File: config.mk
export PLATFORM = sky130hd
export DESIGN_NAME = duc_update_ctrl
export DESIGN_NICKNAME = d
export VERILOG_FILES = /design/src/logic/duc_pkg.sv /design/src/logic/duc_reset_values.sv /design/src/logic/duc_corr_engine.sv /design/src/logic/duc_update_ctrl.sv
export SDC_FILE = /design/constraint.sdc
export NUM_CORES = 2
export LEC_CHECK = 0
export BUFFER_PORTS_ARGS = -buffer_cell sky130_fd_sc_hd__buf_4
export CAP_MARGIN = 30
export CORE_AREA = 2 2 301 303
export CTS_BUF_LIST = sky130_fd_sc_hd__clkbuf_8
export DETAILED_ROUTE_END_ITERATION = 8
export DIE_AREA = 0 0 303 305
export PLACE_DENSITY_LB_ADDON = 0.05
export REMOVE_ABC_BUFFERS = 1
export SETUP_SLACK_MARGIN = 0.1
export SLEW_MARGIN = 10
export SYNTH_ARGS = -nofsm -noshare
export SYNTH_HDL_FRONTEND = slang
export SYNTH_SLANG_ARGS = --single-unit
File: constraint.sdc
create_clock -name clk -period 32.3 [get_ports clk]
set_clock_uncertainty 0.2 [all_clocks]
set_input_delay 8.075 -clock clk [delete_from_list [all_inputs] [get_ports clk]]
set_output_delay 8.075 -clock clk [all_outputs]
set_load 0.01 [all_outputs]
File: src/logic/duc_pkg.sv
package duc_pkg;

	// ----------------------------------------
	// geometry
	// ----------------------------------------
	localparam int DUC_CH = 8;
	localparam int DUC_W = 14;
	localparam int DUC_AW = 5;
	localparam int DUC_CHW = 3;

	// ----------------------------------------
	// register addresses
	// ----------------------------------------
	localparam logic [4:0] ADR_CONFIG = 5'h00;
	localparam logic [4:0] ADR_GPIO = 5'h02;
	localparam logic [1:0] ADR_DATA_SEL = 2'h1;
	localparam logic [1:0] ADR_ZERO_SEL = 2'h2;
	localparam logic [1:0] ADR_GAIN_SEL = 2'h3;

	// ----------------------------------------
	// field positions
	// ----------------------------------------
	localparam int CFG_LD_BIT = 12;
	localparam int CFG_RST_BIT = 11;
	localparam int CFG_SCE_BIT = 8;
	localparam int CFG_GBF_BIT = 7;
	localparam int GPIO_BIT = 13;

	// ----------------------------------------
	// reset values
	// ----------------------------------------
	localparam logic [13:0] CODE_ZERO = 14'h0000;
	localparam logic [13:0] CODE_MID = 14'h2000;
	localparam logic [13:0] OFS_BIN = 14'h2666;
	localparam logic [13:0] OFS_BTC = 14'h0666;
	localparam logic [13:0] OFS_OFF = 14'h0000;
	localparam logic [13:0] GAIN_DEF = 14'h3FFF;
	localparam logic [13:0] ZERO_DEF = 14'h0000;
	localparam logic [13:0] INPUT_DEF = 14'h0000;
	localparam logic GPIO_DEF = 1'b1;

	// ----------------------------------------
	// timing
	// ----------------------------------------
	localparam int CLK_PERIOD_NS = 5;
	localparam int CORR_TIME_NS = 50;
	localparam int CORR_CYCLES = (CORR_TIME_NS + CLK_PERIOD_NS - 1) / CLK_PERIOD_NS;
	localparam logic [7:0] CORR_LAST = 8'(CORR_CYCLES - 1);

	// ----------------------------------------
	// types
	// ----------------------------------------
	typedef logic [DUC_W-1:0] duc_code_t;

	typedef struct packed {
		logic cs_n;
		logic wr;
		logic [DUC_AW-1:0] addr;
		duc_code_t data;
	} duc_bus_t;

	typedef enum logic [1:0] {
		CE_IDLE = 2'b01,
		CE_RUN = 2'b10
	} duc_ce_state_t;

endpackage

File: src/logic/duc_reset_values.sv
`timescale 1ns/100ps
module duc_reset_values import duc_pkg::*; (
	// straps
	input wire logic code_format_select,
	input wire logic reset_level_select,
	input wire logic dual_supply,
	// reset values
	output duc_code_t chan_code,
	output duc_code_t ofs_code,
	output logic ofs_en
);

	// binary low or twos-complement high gives code zero
	assign chan_code = (reset_level_select ^ code_format_select) ? CODE_MID : CODE_ZERO;
	assign ofs_code = !dual_supply ? OFS_OFF : (code_format_select ? OFS_BTC : OFS_BIN);
	assign ofs_en = dual_supply;

endmodule // duc_reset_values

File: src/logic/duc_corr_engine.sv
`timescale 1ns/100ps
module duc_corr_engine import duc_pkg::*; (
	// clock and reset
	input wire logic clk,
	input wire logic rst,
	// control
	input wire logic flush,
	input wire logic [DUC_CH-1:0] req,
	// result
	output logic busy,
	output logic done,
	output logic [DUC_CHW-1:0] ch
);

	duc_ce_state_t state_q;
	logic [DUC_CH-1:0] pend_q;
	logic [DUC_CH-1:0] done_mask;
	logic [7:0] cnt_q;
	logic [DUC_CHW-1:0] ch_q;
	logic [DUC_CHW-1:0] first;

	always_comb begin
		first = '0;
		for (int i = DUC_CH - 1; i >= 0; i--) begin
			if (pend_q[i]) begin
				first = DUC_CHW'(i);
			end
		end
	end

	assign done = (state_q == CE_RUN) && (cnt_q == CORR_LAST);
	assign done_mask = done ? (DUC_CH'(1) << ch_q) : '0;
	assign ch = ch_q;

	// a new request wins over the completion of the same channel
	always_ff @(posedge clk or posedge rst) begin
		if (rst) begin
			pend_q <= '0;
		end else if (flush) begin
			pend_q <= '0;
		end else begin
			pend_q <= (pend_q & ~done_mask) | req;
		end
	end

	always_ff @(posedge clk or posedge rst) begin
		if (rst) begin
			state_q <= CE_IDLE;
			cnt_q <= '0;
			ch_q <= '0;
		end else if (flush) begin
			state_q <= CE_IDLE;
			cnt_q <= '0;
		end else begin
			case (state_q)
				CE_IDLE: begin
					if (|pend_q) begin
						state_q <= CE_RUN;
						ch_q <= first;
						cnt_q <= '0;
					end
				end
				CE_RUN: begin
					if (done) begin
						state_q <= CE_IDLE;
					end else begin
						cnt_q <= cnt_q + 8'h01;
					end
				end
				default: state_q <= CE_IDLE;
			endcase
		end
	end

	// busy holds until no channel is pending or running
	assign busy = (state_q == CE_RUN) || (|pend_q);

endmodule // duc_corr_engine

File: src/logic/duc_update_ctrl.sv
//Operation
//- gpio output floats when its bit is 1, pulls low when 0.
//- reading the gpio bit returns the present pin level.
//- any reset sets the gpio bit to 1, pin floating.
//- correction running sets busy flag and pulls busy pin low.
//- busy pin released once data registers are all updated.
//- clear low forces outputs cleared with buffers high impedance.
//- clear ignores load strobes; release with strobe high stays cleared until strobe low.
//- strobe held low means clear release restores latch levels at once.
//- clear leaves zero, gain, input, data registers and latches untouched.
//- power-on loads offset, data, latches by select pin; gain, zero defaults.
//- power-on and hardware reset clear input data registers to zero.
//- dual supply reset codes by format and select; offset 2666h or 0666h.
//- single supply disables offset; same reset code mapping.
//- hardware reset low holds registers and latches at reset values.
//- hardware reset ignores bus inputs and floats the data bus.
//- after hardware reset outputs keep reset values; bus resumes.
//- strobe level at power-on picks asynchronous or synchronous mode.
//- load reloads only channels written since previous load.
//- asynchronous mode ignores soft load bit and load strobe.
//- asynchronous, correction off: latch updates at chip select rise.
//- asynchronous, correction on: latch updates when engine writes channel.
//- synchronous load updates all pending latches unless correction busy.
//- synchronous load during busy is deferred until busy clears.
`timescale 1ns/100ps
module duc_update_ctrl import duc_pkg::*; (
	// clock and power-on reset
	input wire logic clk,
	input wire logic rst,
	// control pins
	input wire logic hw_reset_n,
	input wire logic output_clear_n,
	input wire logic latch_load_strobe_n,
	input wire logic reset_level_select,
	input wire logic code_format_select,
	input wire logic dual_supply,
	// parallel bus
	input wire duc_bus_t bus,
	output duc_code_t rd_data,
	output logic rd_oe,
	// open-drain pins
	input wire logic gpio_in,
	output logic gpio_out,
	output logic gpio_oe,
	output logic busy_out,
	output logic busy_oe,
	// converter side
	output duc_code_t [DUC_CH-1:0] latch_code,
	output logic outputs_cleared,
	output duc_code_t offset_code,
	output logic offset_en,
	output logic sync_mode,
	output logic correction_busy_flag
);

	// ----------------------------------------
	// reset sequencing and straps
	// ----------------------------------------
	logic init_q;
	logic sync_q;
	logic bus_live;
	logic soft_rst;
	logic def_load;
	duc_code_t rv_chan;
	duc_code_t rv_ofs;
	logic rv_ofs_en;

	duc_reset_values u_rv (
		.code_format_select(code_format_select),
		.reset_level_select(reset_level_select),
		.dual_supply(dual_supply),
		.chan_code(rv_chan),
		.ofs_code(rv_ofs),
		.ofs_en(rv_ofs_en)
	);

	always_ff @(posedge clk or posedge rst) begin
		if (rst) begin
			init_q <= 1'b1;
		end else begin
			init_q <= 1'b0;
		end
	end

	// the strobe pin is caught on the first edge after power-on release
	always_ff @(posedge clk or posedge rst) begin
		if (rst) begin
			sync_q <= 1'b0;
		end else if (init_q) begin
			sync_q <= latch_load_strobe_n;
		end
	end

	assign bus_live = hw_reset_n && !init_q;
	assign def_load = init_q || !hw_reset_n || soft_rst;

	// ----------------------------------------
	// bus decode
	// ----------------------------------------
	logic cs_prev_q;
	logic cs_rise;
	logic wr_evt;
	logic wr_data;
	logic wr_zero;
	logic wr_gain;
	logic wr_cfg;
	logic wr_gpio;
	logic [DUC_CHW-1:0] wr_ch;
	logic sce_q;

	always_ff @(posedge clk or posedge rst) begin
		if (rst) begin
			cs_prev_q <= 1'b1;
		end else begin
			cs_prev_q <= bus.cs_n;
		end
	end

	// writes take effect on the chip select rising edge
	assign cs_rise = !cs_prev_q && bus.cs_n;
	assign wr_evt = bus_live && cs_rise && bus.wr;
	assign wr_ch = bus.addr[DUC_CHW-1:0];
	assign wr_data = wr_evt && (bus.addr[4:3] == ADR_DATA_SEL);
	assign wr_zero = wr_evt && (bus.addr[4:3] == ADR_ZERO_SEL);
	assign wr_gain = wr_evt && (bus.addr[4:3] == ADR_GAIN_SEL);
	assign wr_cfg = wr_evt && (bus.addr == ADR_CONFIG);
	assign wr_gpio = wr_evt && (bus.addr == ADR_GPIO);
	assign soft_rst = wr_cfg && bus.data[CFG_RST_BIT];

	always_ff @(posedge clk or posedge rst) begin
		if (rst) begin
			sce_q <= 1'b0;
		end else if (def_load) begin
			sce_q <= 1'b0;
		end else if (wr_cfg) begin
			sce_q <= bus.data[CFG_SCE_BIT];
		end
	end

	// ----------------------------------------
	// correction engine
	// ----------------------------------------
	logic ce_busy;
	logic ce_done;
	logic [DUC_CHW-1:0] ce_ch;
	logic [DUC_CH-1:0] ce_req;
	duc_code_t [DUC_CH-1:0] input_q;
	duc_code_t [DUC_CH-1:0] zero_q;
	duc_code_t [DUC_CH-1:0] gain_q;
	logic [14:0] gain_p1;
	logic [28:0] prod;
	duc_code_t corr;

	assign ce_req = (wr_data && sce_q) ? (DUC_CH'(1) << wr_ch) : '0;

	duc_corr_engine u_ce (
		.clk(clk),
		.rst(rst),
		.flush(def_load),
		.req(ce_req),
		.busy(ce_busy),
		.done(ce_done),
		.ch(ce_ch)
	);

	// full-scale gain of 3fffh passes the code through unchanged
	assign gain_p1 = {1'b0, gain_q[ce_ch]} + 15'h0001;
	assign prod = 29'(input_q[ce_ch]) * 29'(gain_p1);
	assign corr = prod[27:14] + zero_q[ce_ch];

	assign correction_busy_flag = ce_busy;
	assign busy_oe = ce_busy;
	assign busy_out = 1'b0;

	// ----------------------------------------
	// load events
	// ----------------------------------------
	logic strb_prev_q;
	logic strb_fall;
	logic load_req;
	logic defer_q;
	logic fire;

	always_ff @(posedge clk or posedge rst) begin
		if (rst) begin
			strb_prev_q <= 1'b1;
		end else begin
			strb_prev_q <= latch_load_strobe_n;
		end
	end

	assign strb_fall = strb_prev_q && !latch_load_strobe_n;
	// clear and asynchronous mode both mask the load sources
	assign load_req = sync_q && output_clear_n && bus_live
		&& (strb_fall || (wr_cfg && bus.data[CFG_LD_BIT]));
	assign fire = !def_load && ((load_req && !(sce_q && ce_busy)) || (defer_q && !ce_busy));

	always_ff @(posedge clk or posedge rst) begin
		if (rst) begin
			defer_q <= 1'b0;
		end else if (def_load) begin
			defer_q <= 1'b0;
		end else if (load_req && sce_q && ce_busy) begin
			defer_q <= 1'b1;
		end else if (!ce_busy) begin
			defer_q <= 1'b0;
		end
	end

	// ----------------------------------------
	// channel registers and latches
	// ----------------------------------------
	duc_code_t [DUC_CH-1:0] data_q;
	duc_code_t [DUC_CH-1:0] latch_q;
	logic [DUC_CH-1:0] dirty_q;

	for (genvar i = 0; i < DUC_CH; i++) begin : g_ch
		logic host_wr;
		logic eng_wr;
		logic data_wr;
		duc_code_t data_new;

		assign host_wr = wr_data && !sce_q && (wr_ch == DUC_CHW'(i));
		assign eng_wr = ce_done && (ce_ch == DUC_CHW'(i));
		assign data_wr = host_wr || eng_wr;
		assign data_new = host_wr ? bus.data : corr;

		always_ff @(posedge clk or posedge rst) begin
			if (rst) begin
				input_q[i] <= INPUT_DEF;
				zero_q[i] <= ZERO_DEF;
				gain_q[i] <= GAIN_DEF;
			end else if (def_load) begin
				input_q[i] <= INPUT_DEF;
				zero_q[i] <= ZERO_DEF;
				gain_q[i] <= GAIN_DEF;
			end else begin
				if (wr_data && sce_q && wr_ch == DUC_CHW'(i)) begin
					input_q[i] <= bus.data;
				end
				if (wr_zero && wr_ch == DUC_CHW'(i)) begin
					zero_q[i] <= bus.data;
				end
				if (wr_gain && wr_ch == DUC_CHW'(i)) begin
					gain_q[i] <= bus.data;
				end
			end
		end

		always_ff @(posedge clk or posedge rst) begin
			if (rst) begin
				data_q[i] <= CODE_ZERO;
			end else if (def_load) begin
				data_q[i] <= rv_chan;
			end else if (data_wr) begin
				data_q[i] <= data_new;
			end
		end

		// latches see the clear input only through the masked load sources
		always_ff @(posedge clk or posedge rst) begin
			if (rst) begin
				latch_q[i] <= CODE_ZERO;
			end else if (def_load) begin
				latch_q[i] <= rv_chan;
			end else if (!sync_q && data_wr) begin
				latch_q[i] <= data_new;
			end else if (fire && dirty_q[i]) begin
				latch_q[i] <= data_q[i];
			end
		end

		// a write in the firing cycle stays pending for the next load
		always_ff @(posedge clk or posedge rst) begin
			if (rst) begin
				dirty_q[i] <= 1'b0;
			end else if (def_load) begin
				dirty_q[i] <= 1'b0;
			end else if (sync_q && data_wr) begin
				dirty_q[i] <= 1'b1;
			end else if (fire) begin
				dirty_q[i] <= 1'b0;
			end
		end
	end

	assign latch_code = latch_q;

	// ----------------------------------------
	// output clear
	// ----------------------------------------
	logic clr_hold_q;

	always_ff @(posedge clk or posedge rst) begin
		if (rst) begin
			clr_hold_q <= 1'b0;
		end else if (!output_clear_n) begin
			clr_hold_q <= 1'b1;
		end else if (!latch_load_strobe_n) begin
			clr_hold_q <= 1'b0;
		end
	end

	assign outputs_cleared = clr_hold_q;

	// ----------------------------------------
	// offset converter
	// ----------------------------------------
	duc_code_t ofs_q;
	logic ofs_en_q;

	always_ff @(posedge clk or posedge rst) begin
		if (rst) begin
			ofs_q <= OFS_OFF;
			ofs_en_q <= 1'b0;
		end else if (def_load) begin
			ofs_q <= rv_ofs;
			ofs_en_q <= rv_ofs_en;
		end
	end

	assign offset_code = ofs_q;
	assign offset_en = ofs_en_q;
	assign sync_mode = sync_q;

	// ----------------------------------------
	// general-purpose pin
	// ----------------------------------------
	logic gpio_q;

	always_ff @(posedge clk or posedge rst) begin
		if (rst) begin
			gpio_q <= GPIO_DEF;
		end else if (def_load) begin
			gpio_q <= GPIO_DEF;
		end else if (wr_gpio) begin
			gpio_q <= bus.data[GPIO_BIT];
		end
	end

	assign gpio_oe = !gpio_q;
	assign gpio_out = 1'b0;

	// ----------------------------------------
	// read back
	// ----------------------------------------
	duc_code_t rd_q;

	always_ff @(posedge clk or posedge rst) begin
		if (rst) begin
			rd_q <= '0;
		end else begin
			rd_q <= '0;
			case (bus.addr[4:3])
				2'h0: begin
					if (bus.addr == ADR_CONFIG) begin
						rd_q[CFG_SCE_BIT] <= sce_q;
						rd_q[CFG_GBF_BIT] <= ce_busy;
					end else if (bus.addr == ADR_GPIO) begin
						rd_q[GPIO_BIT] <= gpio_in;
					end
				end
				ADR_DATA_SEL: rd_q <= data_q[bus.addr[DUC_CHW-1:0]];
				ADR_ZERO_SEL: rd_q <= zero_q[bus.addr[DUC_CHW-1:0]];
				ADR_GAIN_SEL: rd_q <= gain_q[bus.addr[DUC_CHW-1:0]];
				default: rd_q <= '0;
			endcase
		end
	end

	assign rd_data = rd_q;
	assign rd_oe = bus_live && !bus.cs_n && !bus.wr;

endmodule // duc_update_ctrl

-- Word level (Yosys, flattened, before mapping)
Cells that the tools add are included.
- add/sub/neg operators: 3
- multiply operators: 1
- $lt $le $gt $ge: 2
- equality and inequality tests: 26
- shifts and indexed selects: 2
- mux-type cells: 163
- bitwise logic cells: 5
- reduce and logical (&&, ||, !) cells: 174
- operators by type and width (cell ; number):
    $mux W14 ; 105
    $bmux W14 S3 ; 6
    $logic_and A1 B1 Y1 ; 90
    $reduce_bool A2 Y1 ; 34
    $reduce_bool A3 Y1 ; 17
    $mux W8 ; 6
    $mul A14 B15 Y28 ; 1
    $mux W1 ; 28
    $eq A3 B3 Y1 const B ; 8
    $mux W3 ; 8
    $pmux W7 S3 ; 1
    $pmux W8 S2 ; 1
    $shl A1 B3 Y8 const A ; 2
    $add A14 B1 Y15 const B ; 1
    $add A14 B14 Y14 ; 1
    $logic_or A1 B1 Y1 ; 13
    $eq A3 B2 Y1 const B ; 4
    $logic_not A1 Y1 ; 12
    $pmux W4 S3 ; 1
    $add A8 B1 Y8 const B ; 1
    $and A8 B8 Y8 ; 1
    $eq A8 B4 Y1 const B ; 1
    $lt A3 B4 Y1 const B ; 2
    $mux W2 ; 4
    other kinds (20) ; 28
- register bits: 626
- input bits: 30
- output and inout bits: 149
- word-level logic and storage cells: 439

-- Logic depth before layout (Yosys ltp)
- depth after elaboration: 15
- mapped depth: 43
- gate-level depth less buffers: 38

-- Hierarchy
From an unflattened synthesis, not the netlist that was laid out.
- cell total of the unflattened synthesis: 4571
- area, all modules: 41238.3 um^2
- by module, submodules not included (module ; times used ; cells each ; area an instance (um^2) ; sequential area each (um^2)):
    duc_update_ctrl ; 1 ; 4413 ; 39859.5 ; 15284.7
    duc_corr_engine ; 1 ; 128 ; 1157.4 ; 526.8
    duc_reset_values ; 1 ; 30 ; 221.5 ; 0.0

-- Worst setup path before layout
No wires, ideal clock.
- path kind: input port to output port
- start point: input port hw_reset_n
- end point: output port rd_oe
- arrival time: 8.437 ns
- data required time: 24.025 ns
- setup slack: 15.588 ns
- cell stages on the path: 2
- path buffers: 0
- cell sequence: nand2b_1 nor3_1
- cells in the longest elaborated chain, start to end: 3
- RTL lines (element ; RTL line ; RTL):
    start: declaration ; duc_update_ctrl.sv:31 ; input wire logic hw_reset_n,
    $logic_and A1 B1 Y1 ; duc_update_ctrl.sv:94 ; assign bus_live = hw_reset_n && !init_q;
    $logic_and A1 B1 Y1 (2 in series) ; duc_update_ctrl.sv:372 ; assign rd_oe = bus_live && !bus.cs_n && !bus.wr;
    end: declaration ; duc_update_ctrl.sv:40 ; output logic rd_oe,
No other way between the ends.

-- Final worst setup path
Same ends and word-level chain as after synthesis.

==> flow_summary.ini <==
[place]
numPortBuffers = 169
dp_hpwl_um = 97600
dpl_cell_area_um2 = 42100
place_congestion = 0.868

[floorplanning]
rows = 110
core_area_um2 = 89300
initial_utilization = 0.445
fp.dieH_um = 305
die_w_um = 303
io_pins = 179
die_area_um2 = 92400

[synthesis]
synth-seq-cells = 613
syn_area_um2 = 39800
ys_types = 83
ys_seq_area_frac = 0.389
yosys_most_used_dff = dfrtp_1
ys_warn_count = 0
yosysTopAreaCell = dfrtp_1
synthCells = 4277
postSynthAreaPerCell_um2 = 9.30
async_reset_ff_frac = 1.00
synth.area.top_cells = dfrtp_1, nand2_1, mux4_2, dfstp_2, fa_1
synth_edf_count = 0
synth_top_area_share = 0.312

[clock_network]
clock_sinks = 613
cts_tree = built
clk_pin_slew_ns = 0.06
clock-root-buffer = clkbuf_8
clock_path_buffers = 3
insertion_delay_ns = 0.75
cts_hold_buf = 0
htreeDepth = 3
cts-resized-gates = 0
cts_setup_buffers = 0
numCtsBuffers = 108

[cells_and_area]
num-fill-cells = 8543
layout.nets = 4613
seqCellArea_um2 = 15500
multiInputGateArea_um2 = 22300
layout-drive-gt1-share = 0.183
syn_to_final_growth_pct = 11.9
design_area_um2 = 44500
layout_common_cells = nand2_1, dfrtp_1, a21oi_1
final_common_cell = nand2_1

[worst_setup_path]
required_ns = 24.02
cp.arrival_ns = 8.96
critical_path_class = input pin to output port
critPathLaunch = hw_reset_n
start_kind = input pin
path_max_fanout = 5
r2r-start = u_ce.ch[1]$_DFFE_PP0P_
worst_setup_path_end_kind = output port

[sta]
final.min_clock_period_ns = 17.24
slew_viol_final = 0
rsz0062_at_grt = no
worst_pin_slew_ns = 1.25
fin_crit_sh = 0.534
fin_tns_setup_ns = 0
setup_violations = 0
slew_headroom = 0.164
timing.fmax_mhz = 58.0
finalHoldViolCount = 0

[status]
violations = design-rule violations
outcome = complete, but fails checks

[drt]
routed_wl_um = 146000
post_drt_wl_per_cell_um = 26.2
vias = 33300
via_per_inst = 5.96
drtPass1Iterations = 9
ant_nets = 0
drtIter0Drc = 3381
remaining_drc_errors = 18

[job]
maxCapViolations = 0

[grt]
grt_pass1_vias = 32500
track_usage = 0.318
gr-total-overflow = 0
grt_pass1_wl_um = 218000
grt_max_degree = 165
antenna_found_initial = 9

[power_and_ir_drop]
ir_drop_v = 0.0000362
p_leak_nw = 19.8
powerDensity_nw_per_um2 = 37.9
total_power_mw = 1.69

[min_path]
min-delay-start = latch_code[75]$_DFFE_PP0P_
hold_class = flop to flop
-- state kept, by name (all words and copies together), names as in the netlist, 2 cells and up --
| register | cells |
|---|---|
| u_ce.state_q | 2 |
| zero_q | 112 |
| u_ce.ch | 3 |
| u_ce.cnt_q | 8 |
| data_q | 112 |
| dirty_q | 8 |
| rd_data | 14 |
| offset_code | 2 |
| gain_q | 112 |
| latch_code | 112 |
| u_ce.pend_q | 8 |
| input_q | 112 |
-- cell families (layout without fill, tap and decap cells) --
logic type	after synthesis	in the layout	synth area share
AND/OR/NAND/NOR	1719	1719	0.180
adder cells (fa/ha/maj)	255	255	0.109
AO/OA/AOI/OAI	811	811	0.127
other	1	13	0.0000943
buffers and inverters	532	662	0.0541
XOR/XNOR	42	42	0.00959
flip-flops	613	613	0.389
multiplexers	304	304	0.131
-- Yosys cell counts (all sizes together), types with 26 or more instances --
cell type,number
nor2,304
buf,80
mux2,27
mux2i,108
a211oi,96
nor3,45
dfstp,117
dfrtp,496
nand2,1058
mux4,169
and2,52
ha,103
o21ai,118
fa,152
xnor2,26
nand3,153
clkbuf,256
inv,196
a21oi,386
-- metrics by stage --
| step | worst slack [ns] | util | std cells | hold slack [ns] |
|---|---|---|---|---|
| 2_1_floorplan | 7.06 | - | 3950 | 0.238 |
| 3_3_place_gp | 15.15 | 0.470 | 5374 | 0.253 |
| 3_5_place_dp | 15.13 | 0.472 | 5387 | 0.260 |
| 4_1_cts | 15.12 | 0.497 | 5585 | 0.273 |
| 5_1_grt | 15.04 | 0.498 | 5593 | 0.289 |
| 6_report | 15.06 | 0.498 | 5595 | 0.265 |
-- worst paths after layout --
check                                             endpoint  slack (ns)  cells after the start
min in group asynchronous       latch_code[47]$_DFFE_PP0P_        7.17                      2
worst min-delay path            latch_code[75]$_DFFE_PP0P_        0.26                      2
worst min register to register  latch_code[75]$_DFFE_PP0P_        0.26                      2
worst max-delay path                                 rd_oe       15.06                      4
max in group asynchronous           data_q[62]$_DFFE_PP0P_       23.31                      3
worst max register to register  latch_code[67]$_DFFE_PP0P_       19.64                     33
-- worst max-delay path, cell delays in order --
cell and delay [ns]:
buf_4 0.10, nand2b_1 0.33, nor3_1 0.29, buf_4 0.16
-- where the power goes --
group	switching [mW]	internal, mW
logic	0.107	0.0373
clock network	0.346	0.415
registers	0.00768	0.775
total	0.461	1.23
-- routing by layer --
layer  track usage  part of all wire
met4         0.103             0.035
met5             0           0.00016
met2         0.481              0.45
met3        0.0567             0.076
met1         0.462              0.44
-- final cells by class --
| type | count | share of cell area |
|---|---|---|
| Multi-Input combinational cell | 3141 | 0.502 |
| Sequential cell | 613 | 0.348 |
| Timing Repair Buffer | 268 | 0.0491 |
| Clock buffer | 146 | 0.0452 |
| Tap cell | 1176 | 0.0331 |
| Inverter | 196 | 0.0167 |
| Clock inverter | 52 | 0.00593 |
| Antenna cell | 3 | 0.000169 |
Power figures use the tool's default switching activity.
